## config.mk

```make
export PLATFORM = sky130hd
export DESIGN_NAME = haptic_bemf_window_timing
export DESIGN_NICKNAME = d
export VERILOG_FILES = /design/src/bemf_timing_pkg.sv /design/src/half_period_counter.sv /design/src/haptic_bemf_window_timing.sv
export SDC_FILE = /design/constraint.sdc
export NUM_CORES = 1
export LEC_CHECK = 0
export ABC_AREA = 1
export BUFFER_PORTS_ARGS = -buffer_cell sky130_fd_sc_hd__buf_4
export CORE_MARGIN = 4
export CORE_UTILIZATION = 40
export CTS_BUF_LIST = sky130_fd_sc_hd__clkbuf_8
export DETAILED_ROUTE_END_ITERATION = 12
export PLACE_DENSITY = 0.67
export SLEW_MARGIN = 25
export SYNTH_ARGS = -nofsm -noshare
export SYNTH_HDL_FRONTEND = slang
export SYNTH_SLANG_ARGS = --single-unit
```

## constraint.sdc

```tcl
create_clock -name clock -period 7.2 [get_ports clock]
set_input_delay 1.08 -clock clock [delete_from_list [all_inputs] [get_ports clock]]
set_output_delay 1.08 -clock clock [all_outputs]
set_load 0.05 [all_outputs]
```

## src/bemf_timing_pkg.sv

```systemverilog
// Package: register map, field layout and timing constants for back-EMF window timing
package bemf_timing_pkg;
    // ------------------------------------------------------------
    // Register offsets (byte addresses = 4 x index)
    // ------------------------------------------------------------
    localparam logic [7:0] WIDE_WINDOW_CONFIG_IDX = 8'h16;
    localparam logic [7:0] NARROW_WINDOW_SKIP_CONFIG_IDX = 8'h17;
    localparam logic [7:0] COMPARATOR_BLANKING_CONFIG_IDX = 8'h18;
    localparam logic [7:0] SKIP_CONFIG_IDX = 8'h20;
    localparam logic [7:0] STATUS_IDX = 8'h21;
    // ------------------------------------------------------------
    // Reset values
    // ------------------------------------------------------------
    localparam logic [7:0] WIDE_RESET = 8'h00;
    localparam logic [7:0] NARROW_RESET = 8'h00;
    localparam logic [7:0] BLANK_RESET = 8'h00;
    localparam logic [15:0] SKIPCFG_RESET = 16'h0000;
    // ------------------------------------------------------------
    // Timing
    // ------------------------------------------------------------
    localparam int CLOCK_MHZ = 250;
    localparam int BLANK_STEP_REF_CYCLES = 128;
    localparam int BLANK_REF_MHZ10 = 256;
    // Clock cycles per blanking step: 128 / 25.6 MHz = 5 us -> 1250 cycles
    localparam int BLANK_STEP_CYCLES = (BLANK_STEP_REF_CYCLES * CLOCK_MHZ * 10) / BLANK_REF_MHZ10;
    localparam int NARROW_SHIFT = 5;   // 1/32 period
    localparam int BLANK_LIMIT_SHIFT = 6; // 1/64 period
    localparam int WIDE_SHIFT = 5;     // Wide unit taken as 1/32 period too

    typedef struct packed {
        logic [4:0] initialSkip;
        logic [4:0] wideWindow;
        logic [3:0] narrowWindow;
        logic [2:0] postSkip;
        logic [5:0] blankTime;
        logic [6:0] skipThreshold;
        logic autoBrakePeakMeasure;
    } config_s;

    typedef enum logic [1:0] {
        IDLE,
        SKIPPING,
        SENSING
    } sense_e;
endpackage

```

## src/half_period_counter.sv

```systemverilog
// Module: loadable down-counter of half periods, used for both skip counts
`timescale 1ns/10ps
module half_period_counter #(
    parameter int WIDTH = 5
) (
    input wire logic clock,
    input wire logic srst,
    input wire logic load,
    input wire logic [WIDTH-1:0] loadValue,
    input wire logic tick,
    output logic busy
);
    logic [WIDTH-1:0] count;
    logic [WIDTH-1:0] next_count;

    // Load wins over a tick in the same cycle
    always_comb begin
        next_count = count;
        if (load) begin
            next_count = loadValue;
        end else if (tick && count != '0) begin
            next_count = count - 1'b1;
        end
    end

    always_ff @(posedge clock) begin
        if (srst) begin
            count <= '0;
        end else begin
            count <= next_count;
        end
    end

    assign busy = (count != '0);
endmodule

```

## src/haptic_bemf_window_timing.sv

```systemverilog
// Module: back-EMF sensing skip, window sizing and comparator blanking with APB registers
//
// How it works
// - When a vibration pattern starts, sensing waits the initial-skip number of half periods.
// - A change of output polarity reloads the same initial skip before sensing restarts.
// - Amplitude rising back above the skip threshold after dropping below reloads the skip.
// - The wide window length is the 5-bit field times a fraction of the current period.
// - The narrow window length is the 4-bit field times one 32nd of the current period.
// - After each completed detection, detection is skipped for the post-skip half periods.
// - The comparator is blanked at window entry and exit for the 6-bit field times 128 ref ticks.
// - Blanking is limited to a 64th of the period unless peak measure is on in auto braking.
// - Detection is skipped while the absolute amplitude is below the 7-bit threshold.
// - During active-braking half periods both skip settings are ignored.
`timescale 1ns/10ps
module haptic_bemf_window_timing
    import bemf_timing_pkg::*;
#(
    parameter int PERIOD_WIDTH = 20,
    parameter int BLANK_STEP = BLANK_STEP_CYCLES
) (
    input wire logic clock,
    input wire logic srst,
    input wire logic psel,
    input wire logic penable,
    input wire logic pwrite,
    input wire logic [31:0] paddr,
    input wire logic [31:0] pwdata,
    output logic [31:0] prdata,
    output logic pready,
    output logic pslverr,
    input wire logic patternStart,
    input wire logic polarity,
    input wire logic halfPeriodTick,
    input wire logic detectDone,
    input wire logic activeBrake,
    input wire logic autoBrakeState,
    input wire logic [7:0] amplitude,
    input wire logic [PERIOD_WIDTH-1:0] sinePeriod,
    input wire logic windowEdge,
    output logic senseEnable,
    output logic comparatorBlank,
    output logic [PERIOD_WIDTH-1:0] wideWindowLength,
    output logic [PERIOD_WIDTH-1:0] narrowWindowLength
);
    // ------------------------------------------------------------
    // Registers and APB slave
    // ------------------------------------------------------------
    config_s cfg;
    config_s next_cfg;
    logic [31:0] next_prdata;
    logic next_pready;
    logic next_pslverr;
    logic [7:0] wordIndex;
    logic access;
    logic commit;
    logic senseState;

    assign wordIndex = paddr[9:2];
    // Answer in the second access cycle; one wait state keeps prdata registered
    assign access = psel && penable && !pready;
    // A write lands only at the edge where the master sees pready high
    assign commit = psel && penable && pready && pwrite;

    always_comb begin
        next_cfg = cfg;
        next_prdata = prdata;
        next_pready = access;
        next_pslverr = 1'b0;
        if (access) begin
            next_prdata = 32'h0000_0000;
            unique case (wordIndex)
                WIDE_WINDOW_CONFIG_IDX: next_prdata[4:0] = cfg.wideWindow;
                NARROW_WINDOW_SKIP_CONFIG_IDX: begin
                    next_prdata[7:4] = cfg.narrowWindow;
                    next_prdata[2:0] = cfg.postSkip;
                end
                COMPARATOR_BLANKING_CONFIG_IDX: next_prdata[5:0] = cfg.blankTime;
                SKIP_CONFIG_IDX: begin
                    next_prdata[4:0] = cfg.initialSkip;
                    next_prdata[14:8] = cfg.skipThreshold;
                    next_prdata[15] = cfg.autoBrakePeakMeasure;
                end
                STATUS_IDX: begin
                    next_prdata[0] = senseEnable;
                    next_prdata[1] = comparatorBlank;
                    next_prdata[2] = senseState;
                    next_pslverr = pwrite;
                end
                default: next_pslverr = 1'b1; // Unmapped address
            endcase
        end
        if (commit) begin
            unique case (wordIndex)
                WIDE_WINDOW_CONFIG_IDX: next_cfg.wideWindow = pwdata[4:0];
                NARROW_WINDOW_SKIP_CONFIG_IDX: begin
                    next_cfg.narrowWindow = pwdata[7:4];
                    next_cfg.postSkip = pwdata[2:0];
                end
                COMPARATOR_BLANKING_CONFIG_IDX: next_cfg.blankTime = pwdata[5:0];
                SKIP_CONFIG_IDX: begin
                    next_cfg.initialSkip = pwdata[4:0];
                    next_cfg.skipThreshold = pwdata[14:8];
                    next_cfg.autoBrakePeakMeasure = pwdata[15];
                end
                default: next_cfg = cfg; // Status and unmapped words take no write
            endcase
        end
    end

    always_ff @(posedge clock) begin
        if (srst) begin
            cfg <= '{initialSkip: SKIPCFG_RESET[4:0], wideWindow: WIDE_RESET[4:0],
                     narrowWindow: NARROW_RESET[7:4], postSkip: NARROW_RESET[2:0],
                     blankTime: BLANK_RESET[5:0], skipThreshold: SKIPCFG_RESET[14:8],
                     autoBrakePeakMeasure: SKIPCFG_RESET[15]};
            prdata <= 32'h0000_0000;
            pready <= 1'b0;
            pslverr <= 1'b0;
        end else begin
            cfg <= next_cfg;
            prdata <= next_prdata;
            pready <= next_pready;
            pslverr <= next_pslverr;
        end
    end

    // ------------------------------------------------------------
    // Skip control
    // ------------------------------------------------------------
    logic lastPolarity;
    logic belowThreshold;
    logic lowAmplitude;
    logic initialLoad;
    logic postLoad;
    logic initialBusy;
    logic postBusy;
    logic skipTick;

    // Absolute amplitude is the low seven bits
    assign lowAmplitude = amplitude[6:0] < cfg.skipThreshold;
    // Active braking masks both skip counts and holds them still
    assign skipTick = halfPeriodTick && !activeBrake;
    assign initialLoad = patternStart
        || (polarity != lastPolarity)
        || (belowThreshold && !lowAmplitude);
    assign postLoad = detectDone && !activeBrake;

    always_ff @(posedge clock) begin
        if (srst) begin
            lastPolarity <= 1'b0;
            belowThreshold <= 1'b0;
        end else begin
            lastPolarity <= polarity;
            belowThreshold <= lowAmplitude;
        end
    end

    half_period_counter #(.WIDTH(5)) initialCounter (
        .clock(clock),
        .srst(srst),
        .load(initialLoad),
        .loadValue(cfg.initialSkip),
        .tick(skipTick),
        .busy(initialBusy)
    );

    half_period_counter #(.WIDTH(3)) postCounter (
        .clock(clock),
        .srst(srst),
        .load(postLoad),
        .loadValue(cfg.postSkip),
        .tick(skipTick),
        .busy(postBusy)
    );

    // Sensing allowed when amplitude is not below threshold, no initial skip is being loaded, and either no skip is pending or active braking is on
    logic next_senseEnable;
    assign next_senseEnable = !lowAmplitude && !initialLoad
        && (activeBrake || (!initialBusy && !postBusy));
    assign senseState = initialBusy || postBusy;

    // ------------------------------------------------------------
    // Window lengths and blanking
    // ------------------------------------------------------------
    logic [PERIOD_WIDTH-1:0] next_wide;
    logic [PERIOD_WIDTH-1:0] next_narrow;
    logic [PERIOD_WIDTH+5:0] blankRequest;
    logic [PERIOD_WIDTH+5:0] blankLimit;
    logic [PERIOD_WIDTH+5:0] blankLoad;
    logic [PERIOD_WIDTH+5:0] blankCount;
    logic [PERIOD_WIDTH+5:0] next_blankCount;
    logic unlimited;

    // Products truncated to the period width; fields never exceed a full period
    assign next_wide = PERIOD_WIDTH'((sinePeriod >> WIDE_SHIFT) * cfg.wideWindow);
    assign next_narrow = PERIOD_WIDTH'((sinePeriod >> NARROW_SHIFT) * cfg.narrowWindow);
    assign blankRequest = (PERIOD_WIDTH+6)'(cfg.blankTime * BLANK_STEP);
    assign blankLimit = (PERIOD_WIDTH+6)'(sinePeriod >> BLANK_LIMIT_SHIFT);
    assign unlimited = cfg.autoBrakePeakMeasure && autoBrakeState;
    // Clamp instead of letting blanking eat into the window
    assign blankLoad = (!unlimited && blankRequest > blankLimit) ? blankLimit
        : blankRequest;

    // Every window entry or exit edge restarts the blanking interval
    always_comb begin
        next_blankCount = blankCount;
        if (windowEdge) begin
            next_blankCount = blankLoad;
        end else if (blankCount != '0) begin
            next_blankCount = blankCount - 1'b1;
        end
    end

    always_ff @(posedge clock) begin
        if (srst) begin
            blankCount <= '0;
            comparatorBlank <= 1'b0;
            senseEnable <= 1'b0;
            wideWindowLength <= '0;
            narrowWindowLength <= '0;
        end else begin
            blankCount <= next_blankCount;
            comparatorBlank <= (next_blankCount != '0);
            senseEnable <= next_senseEnable;
            wideWindowLength <= next_wide;
            narrowWindowLength <= next_narrow;
        end
    end
endmodule

```

### Word level (Yosys, flattened, before mapping)

Index checks and enable logic that the tools add are counted.

| operators by class | value |
|---|---|
| multipliers | 3 |
| magnitude comparators | 2 |
| eq/ne operators | 6 |
| bitwise gates (word level) | 1 |
| add/sub/neg operators | 3 |
| muxes and demuxes | 14 |
| reductions and logical operators | 37 |

Operators with widths:

| kind | count |
|---|---|
| $mux 26 | 2 |
| $reduce_bool 26->1 | 2 |
| $sub 26x1->26 const B | 1 |
| $eq 8x5->1 const B | 3 |
| $mul 15x5->20 | 1 |
| $mul 15x4->19 | 1 |
| $gt 17x14->1 | 1 |
| $mux 17 | 1 |
| $eq 8x6->1 const B | 2 |
| $mul 6x10->16 const B | 1 |
| $pmux 3 s5 | 1 |
| $logic_and 1x1->1 | 14 |
| $mux 5 | 2 |
| $mux 8 | 1 |
| $reduce_and 2->1 | 4 |
| $logic_not 1->1 | 7 |
| $lt 7x7->1 | 1 |
| $mux 3 | 2 |
| $reduce_bool 5->1 | 1 |
| $sub 5x1->5 const B | 1 |
| $logic_or 1x1->1 | 4 |
| $pmux 1 s2 | 2 |
| $pmux 1 s4 | 1 |
| $reduce_bool 2->1 | 2 |
| other kinds (8) | 8 |

| storage, ports and cells | value |
|---|---|
| register bits after elaboration | 127 |
| logic and storage cells | 85 |

### Longest topological paths before layout

Gate-level depths: netlist (run 1).

| depth | value |
|---|---|
| depth in word-level cells | 7 |
| gate-level depth with buffers | 33 |
| gate-level depth less buffers | 33 |

### Hierarchy

Synthesis (run 1) repeated with hierarchy kept, for this count alone.

| unflattened totals | value |
|---|---|
| cells, all modules | 1564 |
| area, all modules | 10934.2 sq um |

By module, submodules not included:

| module | area an instance (sq um) | times used | cells an instance |
|---|---|---|---|
| haptic_bemf_window_timing | 10391.2 | 1 | 1485 |
| half_period_counter at initialCounter | 326.6 | 1 | 48 |
| half_period_counter at postCounter | 216.5 | 1 | 31 |

### Least setup slack after synthesis (run 1)

No wires, ideal clock.

| path | value |
|---|---|
| path type | input -> register |
| start | input sinePeriod[7] |
| end | register wideWindowLength[19] |
| path buffers | 1 |
| stages on the path | 17 |
| data arrival time | 4.589 ns |
| required time | 7.130 ns |
| slack | 2.542 ns |
| setup time | 0.070 ns |
| cells stage by stage | clkbuf_1 nand2_1 fa_1 inv_1 fa_1 fa_1 ha_1 inv_1 nor3_1 nand3_1 nand4_1 a21oi_1 o21ai_0 a21oi_1 o21bai_1 o21ai_0 a21oi_1 |

| on the way | value |
|---|---|
| longest elaborated chain between the ends | 1 |

Ends and longest elaborated chain:

| item | RTL line | RTL |
|---|---|---|
| from (decl) | haptic_bemf_window_timing.sv:38 | `input wire logic [PERIOD_WIDTH-1:0] sinePeriod,` |
| $mul 15x5->20 | haptic_bemf_window_timing.sv:195 | `assign next_wide = PERIOD_WIDTH'((sinePeriod >> WIDE_SHIFT) * cfg.wideWindow);` |
| to (signal assigned) | haptic_bemf_window_timing.sv:225 | `wideWindowLength <= next_wide;` |
| to (decl) | haptic_bemf_window_timing.sv:42 | `output logic [PERIOD_WIDTH-1:0] wideWindowLength,` |

Every way passes these cells.
A chain may end at the register's enable or synchronous reset.

### Worst setup path in the final report (run 1)

| path | value |
|---|---|
| start | register cfg[8] (netlist bit) |
| end | register comparatorBlank |

| on the way | value |
|---|---|
| longest elaborated chain between the ends | 6 |

Ends and longest elaborated chain:

| item | RTL line | RTL |
|---|---|---|
| from (decl) | haptic_bemf_window_timing.sv:48 | `config_s cfg;` |
| from (signal assigned) | haptic_bemf_window_timing.sv:112 | `cfg <= '{initialSkip: SKIPCFG_RESET[4:0], wideWindow: WIDE_RESET[4:0],` |
| from (signal assigned) | haptic_bemf_window_timing.sv:120 | `cfg <= next_cfg;` |
| $mul 6x10->16 (*) | haptic_bemf_window_timing.sv:197 | `assign blankRequest = (PERIOD_WIDTH+6)'(cfg.blankTime * BLANK_STEP);` |
| $gt 17x14->1 | haptic_bemf_window_timing.sv:201 | `assign blankLoad = (!unlimited && blankRequest > blankLimit) ? blankLimit` |
| $logic_and 1x1->1 | haptic_bemf_window_timing.sv:201 |  |
| $mux 17 (*) | haptic_bemf_window_timing.sv:201 |  |
| $mux 26 (*) | haptic_bemf_window_timing.sv:207 | `if (windowEdge) begin` |
| $reduce_bool 26->1 (*) | haptic_bemf_window_timing.sv:223 | `comparatorBlank <= (next_blankCount != '0);` |
| to (signal assigned) | haptic_bemf_window_timing.sv:223 |  |
| to (decl) | haptic_bemf_window_timing.sv:41 | `output logic comparatorBlank,` |

Every way passes the cells marked *; elsewhere a longest branch is shown, timed or not.

==> impl_metrics.ini, run 1 <==
[outcome]
status = finished, final reports clean

[synth]
synth_area_leaders = dfxtp_1 23%, fa_1 13%, nand2_1 12%
netlist.top_cell.by_area = dfxtp_1
synthArstFlopShare_pct = 0
ys_warn_count = 0
synth_edf_count = 0
yosysSeqAreaShare_pct = 23.18
syn-mean-instance-area_um2 = 7.062
synthDominantCellAreaShare_pct = 23.18
ys_ff_latch = 126
synth_cell_type_count = 52
synth_top_flop_cell = dfxtp_1
syn-instance-count = 1541
syn_area_um2 = 10880

[drt]
drtPass1Iterations = 5
postRouteAntennaNets = 0
dr.first_iter.drc_count = 582
viasPerCell = 4.956
wl_per_cell_um = 14.09
route.detailed.drc = 0
routed_wl_um = 27790
vias = 9774

[global_routing]
grt_pass1_vias = 9528
grt_overflow = 0
grt_max_degree = 57
grt_antenna_before_repair = 0
globalRouteTotalUtil_pct = 18.71
grt_first_pass_wirelength_um = 46620

[critical_path]
arrival_ns = 5.52
start_kind = register
path_max_fanout = 15
critPathKind = reg2reg
critical_path.max_stage_delay_ns = 0.58
end_kind = register
reg2reg_depth = 30
path_depth = 30
path_delay_family = adder cells
worst_ep_required_time_ns = 7.52
cpMaxStageDelayCell = dfxtp_1
crit_buf_inv = 5

[cells_and_area]
final-seq-area_um2 = 2522
areaGrowthSynthToFinish_pct = 12.69
final_layout_size_suffix_gt1_share_pct = 11.77
n_fill_cell = 2743
n_antenna_cell = 0
fin_nets = 1893
multi_input_area_um2 = 7022

[die]
ios = 180
die_h_um = 172.9
core_area_um2 = 26880
start_util_pct = 40.49
dieArea_um2 = 29910
rows = 60
die_w_um = 172.9

[clocking]
clockRootBuffer = clkbuf_8
cts_resized = 0
clock_latency_ns = 0.46
hold_buffers = 0
post-cts-setup-buffers = 0
clockBufferDepth = 2
cts.sinks = 126
clk_pin_slew_ns = 0.09
cts_max_level = 4
cts_tree = yes
cts_buffers = 17

[sta]
max_freq_mhz = 192.2
min_period_over_period_pct = 72.25
hold_slack_ns = 0.4643
slew_headroom_pct = 41.41
slew_violations = 0
setup_tns_ns = 0
rsz0062_at_grt = false
period_minus_slack_ns = 5.202
worstMarginPinSlew_ns = 0.8763
setup_viol = 0
skew_ns = 0.01428
hold_viol_final = 0

[placed_design]
io_buffer_count = 116
dp_hpwl_um = 21800
gp_congestion = 0.9045

[power]
irDropWorstVdd_mv = 0.1314
power_density_nw_per_um2 = 212.4
leakage_nw = 6.673

[hold_path]
min_path_cells = 2
min_path_type = reg2reg

[job]
drv_cap = 0
registers in the layout, summed over array words and instances (netlist names):
register,cells
cfg,31
blankCount,26
wideWindowLength,20
narrowWindowLength,19
prdata,16
initialCounter.count,5
postCounter.count,3
belowThreshold,1
comparatorBlank,1
lastPolarity,1
pready,1
pslverr,1
senseEnable,1
worst paths after layout:
kind	from	to	slack, ns
worst min register to register	cfg[4]$_SDFFE_PP0P_	prdata[11]$_SDFFE_PP0P_	0.46
worst max-delay path	cfg[8]$_SDFFE_PP0P_	comparatorBlank$_SDFF_PP0_	2.00
worst min-delay path	cfg[4]$_SDFFE_PP0P_	prdata[11]$_SDFFE_PP0P_	0.46
worst max register to register	cfg[8]$_SDFFE_PP0P_	comparatorBlank$_SDFF_PP0_	2.00
per-stage QoR:
stage / cell area (um^2) / instances / total power [mW] / setup WS, ns / util (%)
global route: 12260 / 1972 / 2.818 / 1.407 / 45.63
floorplan: 10940 / 1557 / 1.724 / 2.542 / -
finish: 12260 / 1972 / 2.605 / 1.998 / 45.63
global placement: 11870 / 1940 / 1.964 / 1.978 / 44.17
detailed placement: 11870 / 1940 / 1.965 / 1.932 / 44.17
CTS: 12260 / 1972 / 2.621 / 1.910 / 45.63
where the power goes:
part,total (mW),leakage [nW],switching [mW],internal [mW]
Clock,0.647,0.207,0.350,0.297
Combinational,1.14,5.44,0.746,0.392
Sequential,0.819,1.02,0.0573,0.762
per-layer routing:
| metal | up-vias | global-route usage [%] | part of all wire (%) | wire [um] |
|---|---|---|---|---|
| met5 | - | 0 | 0 | 0 |
| met4 | 0 | 5.587 | 2.3 | 638 |
| met3 | 46 | 3.389 | 5.0 | 1394 |
| met2 | 231 | 30.80 | 46 | 12920 |
| met1 | 4524 | 25.22 | 46 | 12840 |
| li1 | 4973 | - | - | - |
layout by cell type, fill, tap and decap left out, types with 3 or more instances in the layout:
cell and count:
ha_1 99, nand2_4 3, a31oi_1 6, nor2_1 130
nand4_1 11, o21ai_0 75, o221ai_1 4, o31ai_1 5
inv_8 3, nand3_2 8, nand3_1 71, fa_1 72
dfxtp_1 126, conb_1 17, a211oi_1 5, xor2_1 16
o21a_1 6, nor4_1 3, nor2_2 8, inv_6 7
clkbuf_8 18, nand2_2 13, o21ai_1 6, nand2_1 343
buf_4 119, o22ai_1 4, xnor2_1 11, a21oi_1 125
o21bai_1 3, nor3_1 15, inv_1 267
area by class of cell:
class,instances,share of cell area [%]
clock buffers,18,2.020
clock inverters,14,1.194
inverters,268,8.202
multi-input cells,1086,57.25
flip-flops and latches,126,20.57
well taps,341,3.479
repair buffers,119,7.284
cell usage after synthesis, types with 2 or more instances:
library cell / number
nand2_1: 343
inv_1: 266
nor2_1: 131
dfxtp_1: 126
a21oi_1: 125
ha_1: 99
o21ai_0: 75
fa_1: 72
nand3_1: 71
clkbuf_1: 52
buf_4: 19
xor2_1: 16
nor3_1: 15
nand2_2: 13
nand4_1: 11
xnor2_1: 11
nand3_2: 8
nor2_2: 7
a31oi_1: 6
o21a_1: 6
o21ai_1: 6
a211oi_1: 5
o31ai_1: 5
o221ai_1: 4
o22ai_1: 4
buf_2: 3
nand2_4: 3
nor4_1: 3
o21bai_1: 3
a21boi_0: 2
a21o_1: 2
a221oi_1: 2
and2_1: 2
buf_6: 2
nand3b_1: 2
nor2_4: 2
o211ai_1: 2
or2_1: 2
or2_2: 2
worst register-to-register path, delay by kind of cell (launching register included):
| kind | cells | cell delay, ns |
|---|---|---|
| simple gates | 18 | 1.84 |
| fa+ha+maj | 5 | 1.94 |
| flops | 1 | 0.58 |
| buf+inv | 5 | 0.43 |
| compound gates | 1 | 0.08 |
| xor+xnor | 1 | 0.21 |
cells by family (layout without fill, tap and decap cells):
kind of cell    Yosys count  count (layout)  share of synthesized area (%)
buf+inv                 345             419                          12.88
fa+ha+maj               171             171                          24.63
compound gates          253             253                          12.78
flops                   126             126                          23.18
xor+xnor                 27              27                          2.173
simple gates            618             618                          24.33
other cells               1              17                        0.03446
No activity file was read; power rests on OpenSTA's default activity.
==> inputs of run 2 (changes only) <==
==> constraint.sdc (replaced) <==
create_clock -name clock -period 5 [get_ports clock]
set_input_delay 0.75 -clock clock [delete_from_list [all_inputs] [get_ports clock]]
set_output_delay 0.75 -clock clock [all_outputs]
set_load 0.05 [all_outputs]
==> impl_metrics.ini, run 2 (synthesis results as in run 1) <==
[hold_path]
hold_start = cfg[7]$_SDFFE_PP0P_
min_path_type = reg2reg

[die]
die_w_um = 172.9
start_util_pct = 40.49
ios = 180
rows = 60
die_h_um = 172.9
core_area_um2 = 26880
dieArea_um2 = 29910

[clocking]
clk_pin_slew_ns = 0.09
clockBufferDepth = 2
cts_tree = yes
clockRootBuffer = clkbuf_8
hold_buffers = 0
cts_buffers = 17
cts.sinks = 126
clock_latency_ns = 0.47
cts_max_level = 4

[cells_and_area]
final_common_cell = nand2_1
areaGrowthSynthToFinish_pct = 15.13
multi_input_area_um2 = 7106
fin_nets = 1918
final_cell_mix = 340 x nand2_1, 262 x inv_1, 141 x buf_4, 129 x nor2_1, 125 x a21oi_1
n_fill_cell = 2717
n_antenna_cell = 0
largest_register_ffs = 31
final_layout_size_suffix_gt1_share_pct = 14.25
top_regs = cfg: 31 flops, blankCount: 26 flops, wideWindowLength: 20 flops
largest-register = cfg
final-seq-area_um2 = 2525

[drt]
wl_per_cell_um = 14.48
route.detailed.drc = 0
drtPass1Iterations = 5
viasPerCell = 4.973
routed_wl_um = 28920
postRouteAntennaNets = 0
vias = 9931
dr.first_iter.drc_count = 567

[critical_path]
rr_startpoint = cfg[9]$_SDFFE_PP0P_
critPathKind = reg2reg
path_max_fanout = 7
arrival_ns = 4.99
critical_path.max_stage_delay_ns = 0.57
worst_ep_required_time_ns = 5.33
end_kind = register
start_kind = register
cpMaxStageDelayCell = fa_1
crit_start = cfg[9]$_SDFFE_PP0P_
r2r_slack_ns = 0.35

[sta]
hold_slack_ns = 0.4662
setup_tns_ns = 0
setup_viol = 0
rsz0062_at_grt = false
period_minus_slack_ns = 4.655
slew_violations = 0
skew_ns = 0.01473
min_period_over_period_pct = 93.09
max_freq_mhz = 214.8
worstMarginPinSlew_ns = 0.9517
hold_viol_final = 0
slew_headroom_pct = 36.37

[placed_design]
dp_hpwl_um = 22480
io_buffer_count = 116
gp_congestion = 0.9045

[global_routing]
grt_overflow = 0
globalRouteTotalUtil_pct = 19.26
grt_pass1_vias = 9766
grt_antenna_before_repair = 0
grt_first_pass_wirelength_um = 47690
grt_max_degree = 57

[outcome]
status = finished, final reports clean

[power]
irDropWorstVdd_mv = 0.1969
power_density_nw_per_um2 = 300.1
leakage_nw = 6.770

[job]
drv_cap = 0
==> run 2: cell count changes in the layout (fill, tap and decap cells not counted), sizes merged <==
| cell | delta |
|---|---|
| buf | +24 |
| clkbuf | -1 |
| clkinv | +2 |
| clkinvlp | +1 |
| inv | -2 |
| nand2 | +1 |
==> run 2: worst max-delay path: cells and delay by family, from the launching register on <==
kind	cells	cell delay, ns
AO/OA/AOI/OAI	1	0.05
XOR/XNOR	1	0.19
adder cells (fa/ha/maj)	5	1.83
buffers and inverters	6	0.45
flip-flops	1	0.35
AND/OR/NAND/NOR	18	1.66
==> run 2: worst paths after layout <==
kind / end / cells past startpoint
max: comparatorBlank$_SDFF_PP0_ / 31
min: prdata[14]$_SDFFE_PP0P_ / 2
max reg2reg: comparatorBlank$_SDFF_PP0_ / 31
min reg2reg: prdata[14]$_SDFFE_PP0P_ / 2
==> run 2: per-layer routing <==
layer | track usage (%) | routed length [um] | up-vias
met4 | 5.188 | 493 | 0
met5 | 0 | 0 | -
met1 | 25.44 | 13230 | 4644
met2 | 32.39 | 13600 | 229
met3 | 3.782 | 1601 | 36
li1 | - | - | 5022
==> run 2: area by class of cell <==
cell class / count / share of cell area (%)
flip-flops and latches: 126 / 20.15
clock buffers: 17 / 1.867
repair buffers: 143 / 8.628
inverters: 268 / 8.029
multi-input cells: 1087 / 56.71
clock inverters: 15 / 1.208
well taps: 341 / 3.405
==> run 2: what timing repair did <==
action,CTS,global route
buffers inserted,0,7
endpoints found under the hold margin,0,0
gates resized for setup,0,20
endpoints found under the setup margin,0,1
==> run 2: stage by stage <==
stage          worst slack, ns  area (um^2)  utilization [%]  total power [mW]  cells
3_3_place_gp            0.2527        12010            44.67             2.845   1958
5_1_grt                0.03265        12530            46.62             4.042   1997
3_5_place_dp            0.2342        12010            44.67             2.853   1958
6_report                0.3454        12530            46.62             3.760   1997
2_1_floorplan           0.5638        10940                -             2.482   1557
4_1_cts                 0.2121        12390            46.10             3.772   1990
==> run 2: where the power goes <==
group	switching, mW	internal [mW]
Sequential	0.0831	1.10
Clock	0.500	0.409
Combinational	1.10	0.568
==> inputs of run 3 (changes only) <==
--- a/config.mk
+++ b/config.mk
@@ -11,6 +11,7 @@
 export CORE_UTILIZATION = 40
 export CTS_BUF_LIST = sky130_fd_sc_hd__clkbuf_8
 export DETAILED_ROUTE_END_ITERATION = 12
+export GPL_TIMING_DRIVEN = 0
 export PLACE_DENSITY = 0.67
 export SLEW_MARGIN = 25
 export SYNTH_ARGS = -nofsm -noshare
==> impl_metrics.ini, run 3 (synthesis results as in run 1) <==
[cells_and_area]
largest-register = cfg
final-seq-area_um2 = 2541
final_cells = 2043
fin_nets = 1963
areaGrowthSynthToFinish_pct = 17.15
post-route-util_pct = 47.44
multi_input_area_um2 = 7122
largest_register_ffs = 31
n_fill_cell = 2737
top_regs = cfg: 31 flops, blankCount: 26 flops, wideWindowLength: 20 flops
final_layout_size_suffix_gt1_share_pct = 14.40
final_common_cell = nand2_1
final_cell_mix = 339 x nand2_1, 261 x inv_1, 134 x buf_4, 127 x nor2_1, 125 x a21oi_1

[clocking]
cts_max_level = 4
clockBufferDepth = 2
hold_buffers = 0
clock_latency_ns = 0.47
cts_tree = yes
cts.sinks = 126
cts_buffers = 17
clockRootBuffer = clkbuf_8
clk_pin_slew_ns = 0.08

[critical_path]
path_delay_family = adder cells
cpMaxStageDelayCell = fa_2
path_depth = 31
path_max_fanout = 7
crit_start = cfg[9]$_SDFFE_PP0P_
crit_buf_inv = 6
endpoint = comparatorBlank$_SDFF_PP0_
arrival_ns = 5.04
worst_ep_required_time_ns = 5.34
crit_path_frequent_cell = nor2_2
critical_path.max_stage_delay_ns = 0.59
start_kind = register
end_kind = register
rr_startpoint = cfg[9]$_SDFFE_PP0P_
r2r_slack_ns = 0.30
reg2reg_depth = 31
critPathKind = reg2reg
rr_endpoint = comparatorBlank$_SDFF_PP0_

[global_routing]
grt_antenna_before_repair = 0
grt_overflow = 0
grt_max_degree = 17
grt_pass1_vias = 9943
grt_first_pass_wirelength_um = 49650
globalRouteTotalUtil_pct = 20.29

[placed_design]
place_ws_ns = -0.2001
dpl.cell_count = 2003
dp_hpwl_um = 24810
io_buffer_count = 105
gp_congestion = 0.9133

[sta]
layout_setup_ws_ns = 0.3000
setup_viol = 0
slew_violations = 0
slew_headroom_pct = 44.82
skew_ns = 0.02118
hold_viol_final = 0
hold_slack_ns = 0.4658
min_period_over_period_pct = 94.00
worstMarginPinSlew_ns = 0.8277
max_freq_mhz = 212.8
period_minus_slack_ns = 4.700

[power]
power_density_nw_per_um2 = 297.9
irDropWorstVdd_mv = 0.2633
leakage_nw = 6.868

[drt]
dr.first_iter.drc_count = 721
vias = 10240
wl_met2_um = 14520
met3_length_um = 1762
wl_met1_um = 13900
drtPass1Iterations = 5
highest_layer = met4
viasPerCell = 5.011
postRouteAntennaNets = 0
routed_wl_um = 30920
route.detailed.drc = 0
wl_per_cell_um = 15.14

[die]
ios = 180
rows = 60
core_area_um2 = 26880
die_w_um = 172.9
start_util_pct = 40.49
die_h_um = 172.9
dieArea_um2 = 29910

[hold_path]
hold_start = postCounter.count[0]$_SDFFE_PP0P_
min_path_type = reg2reg

[job]
drv_cap = 0

[outcome]
status = finished, final reports clean
run 3: cell count changes in the layout (fill, tap and decap cells not counted), moves of 2 or more:
cell        before  now
clkinv_2         0    2
dfxtp_4          0    4
clkbuf_2         0    4
inv_8            2    0
nand2_2         17   15
buf_2            0    3
clkinvlp_4       1    3
nor2_1         129  127
buf_4          141  134
dfxtp_1        124  119
clkbuf_1         0   44
nand2_4          3    5
run 3: worst register-to-register path, delay by kind of cell (launching register included):
family                     cells  cell delay [ns]
AOI/OAI and AO/OA              1             0.07
xor gates and xnor gates       1             0.20
adders and majority gates      5             1.79
buffers and inverters          6             0.46
DFF                            1             0.38
and+or+nand+nor               18             1.69
run 3: cell type report:
cell class	instances	share of cell area, %
antenna	1	0.01963
buffer	73	3.023
clock buffer	17	1.835
clock inverter	15	1.070
inverter	268	7.949
multi-input combinational	1086	55.86
sequential	126	19.93
tap	341	3.346
timing repair buffer	116	6.968
run 3: routing by layer:
metal  vias up  track usage [%]
met5         -                0
met4         0            6.851
met3        42            3.717
met2       285            33.77
met1      4785            26.68
li1       5126                -
run 3: how the worst min path moves through the flow:
stage,end,slack (ns),cells past startpoint
after floorplan,postCounter.count[0]$_SDFFE_PP0P_,0.43,1
after global placement,prdata[10]$_SDFFE_PP0P_,0.45,2
after global routing,prdata[9]$_SDFFE_PP0P_,0.50,2
after CTS,postCounter.count[0]$_SDFFE_PP0P_,0.46,1
final,postCounter.count[0]$_SDFFE_PP0P_,0.47,1
after detailed placement,prdata[10]$_SDFFE_PP0P_,0.45,2
run 3: stage by stage:
step | setup TNS (ns) | area (um^2) | total power, mW
floorplan | 0 | 10940 | 2.482
CTS | 0 | 12540 | 3.783
detailed placement | -0.3778 | 12160 | 2.895
global placement | -0.3810 | 12160 | 2.892
global route | -0.03084 | 12750 | 4.065
finish | 0 | 12750 | 3.798
run 3: repair_timing:
| item | in CTS | in global routing |
|---|---|---|
| setup buffers | 1 | 9 |
| cloned | 0 | 1 |
| pin swaps | 1 | 16 |
| gates resized for setup | 5 | 43 |
| setup endpoints to repair | 1 | 15 |
run 3: power by group:
part / total [mW] / internal, mW / switching (mW)
Sequential: 1.18 / 1.10 / 0.0853
Clock: 0.881 / 0.398 / 0.483
Combinational: 1.74 / 0.595 / 1.14
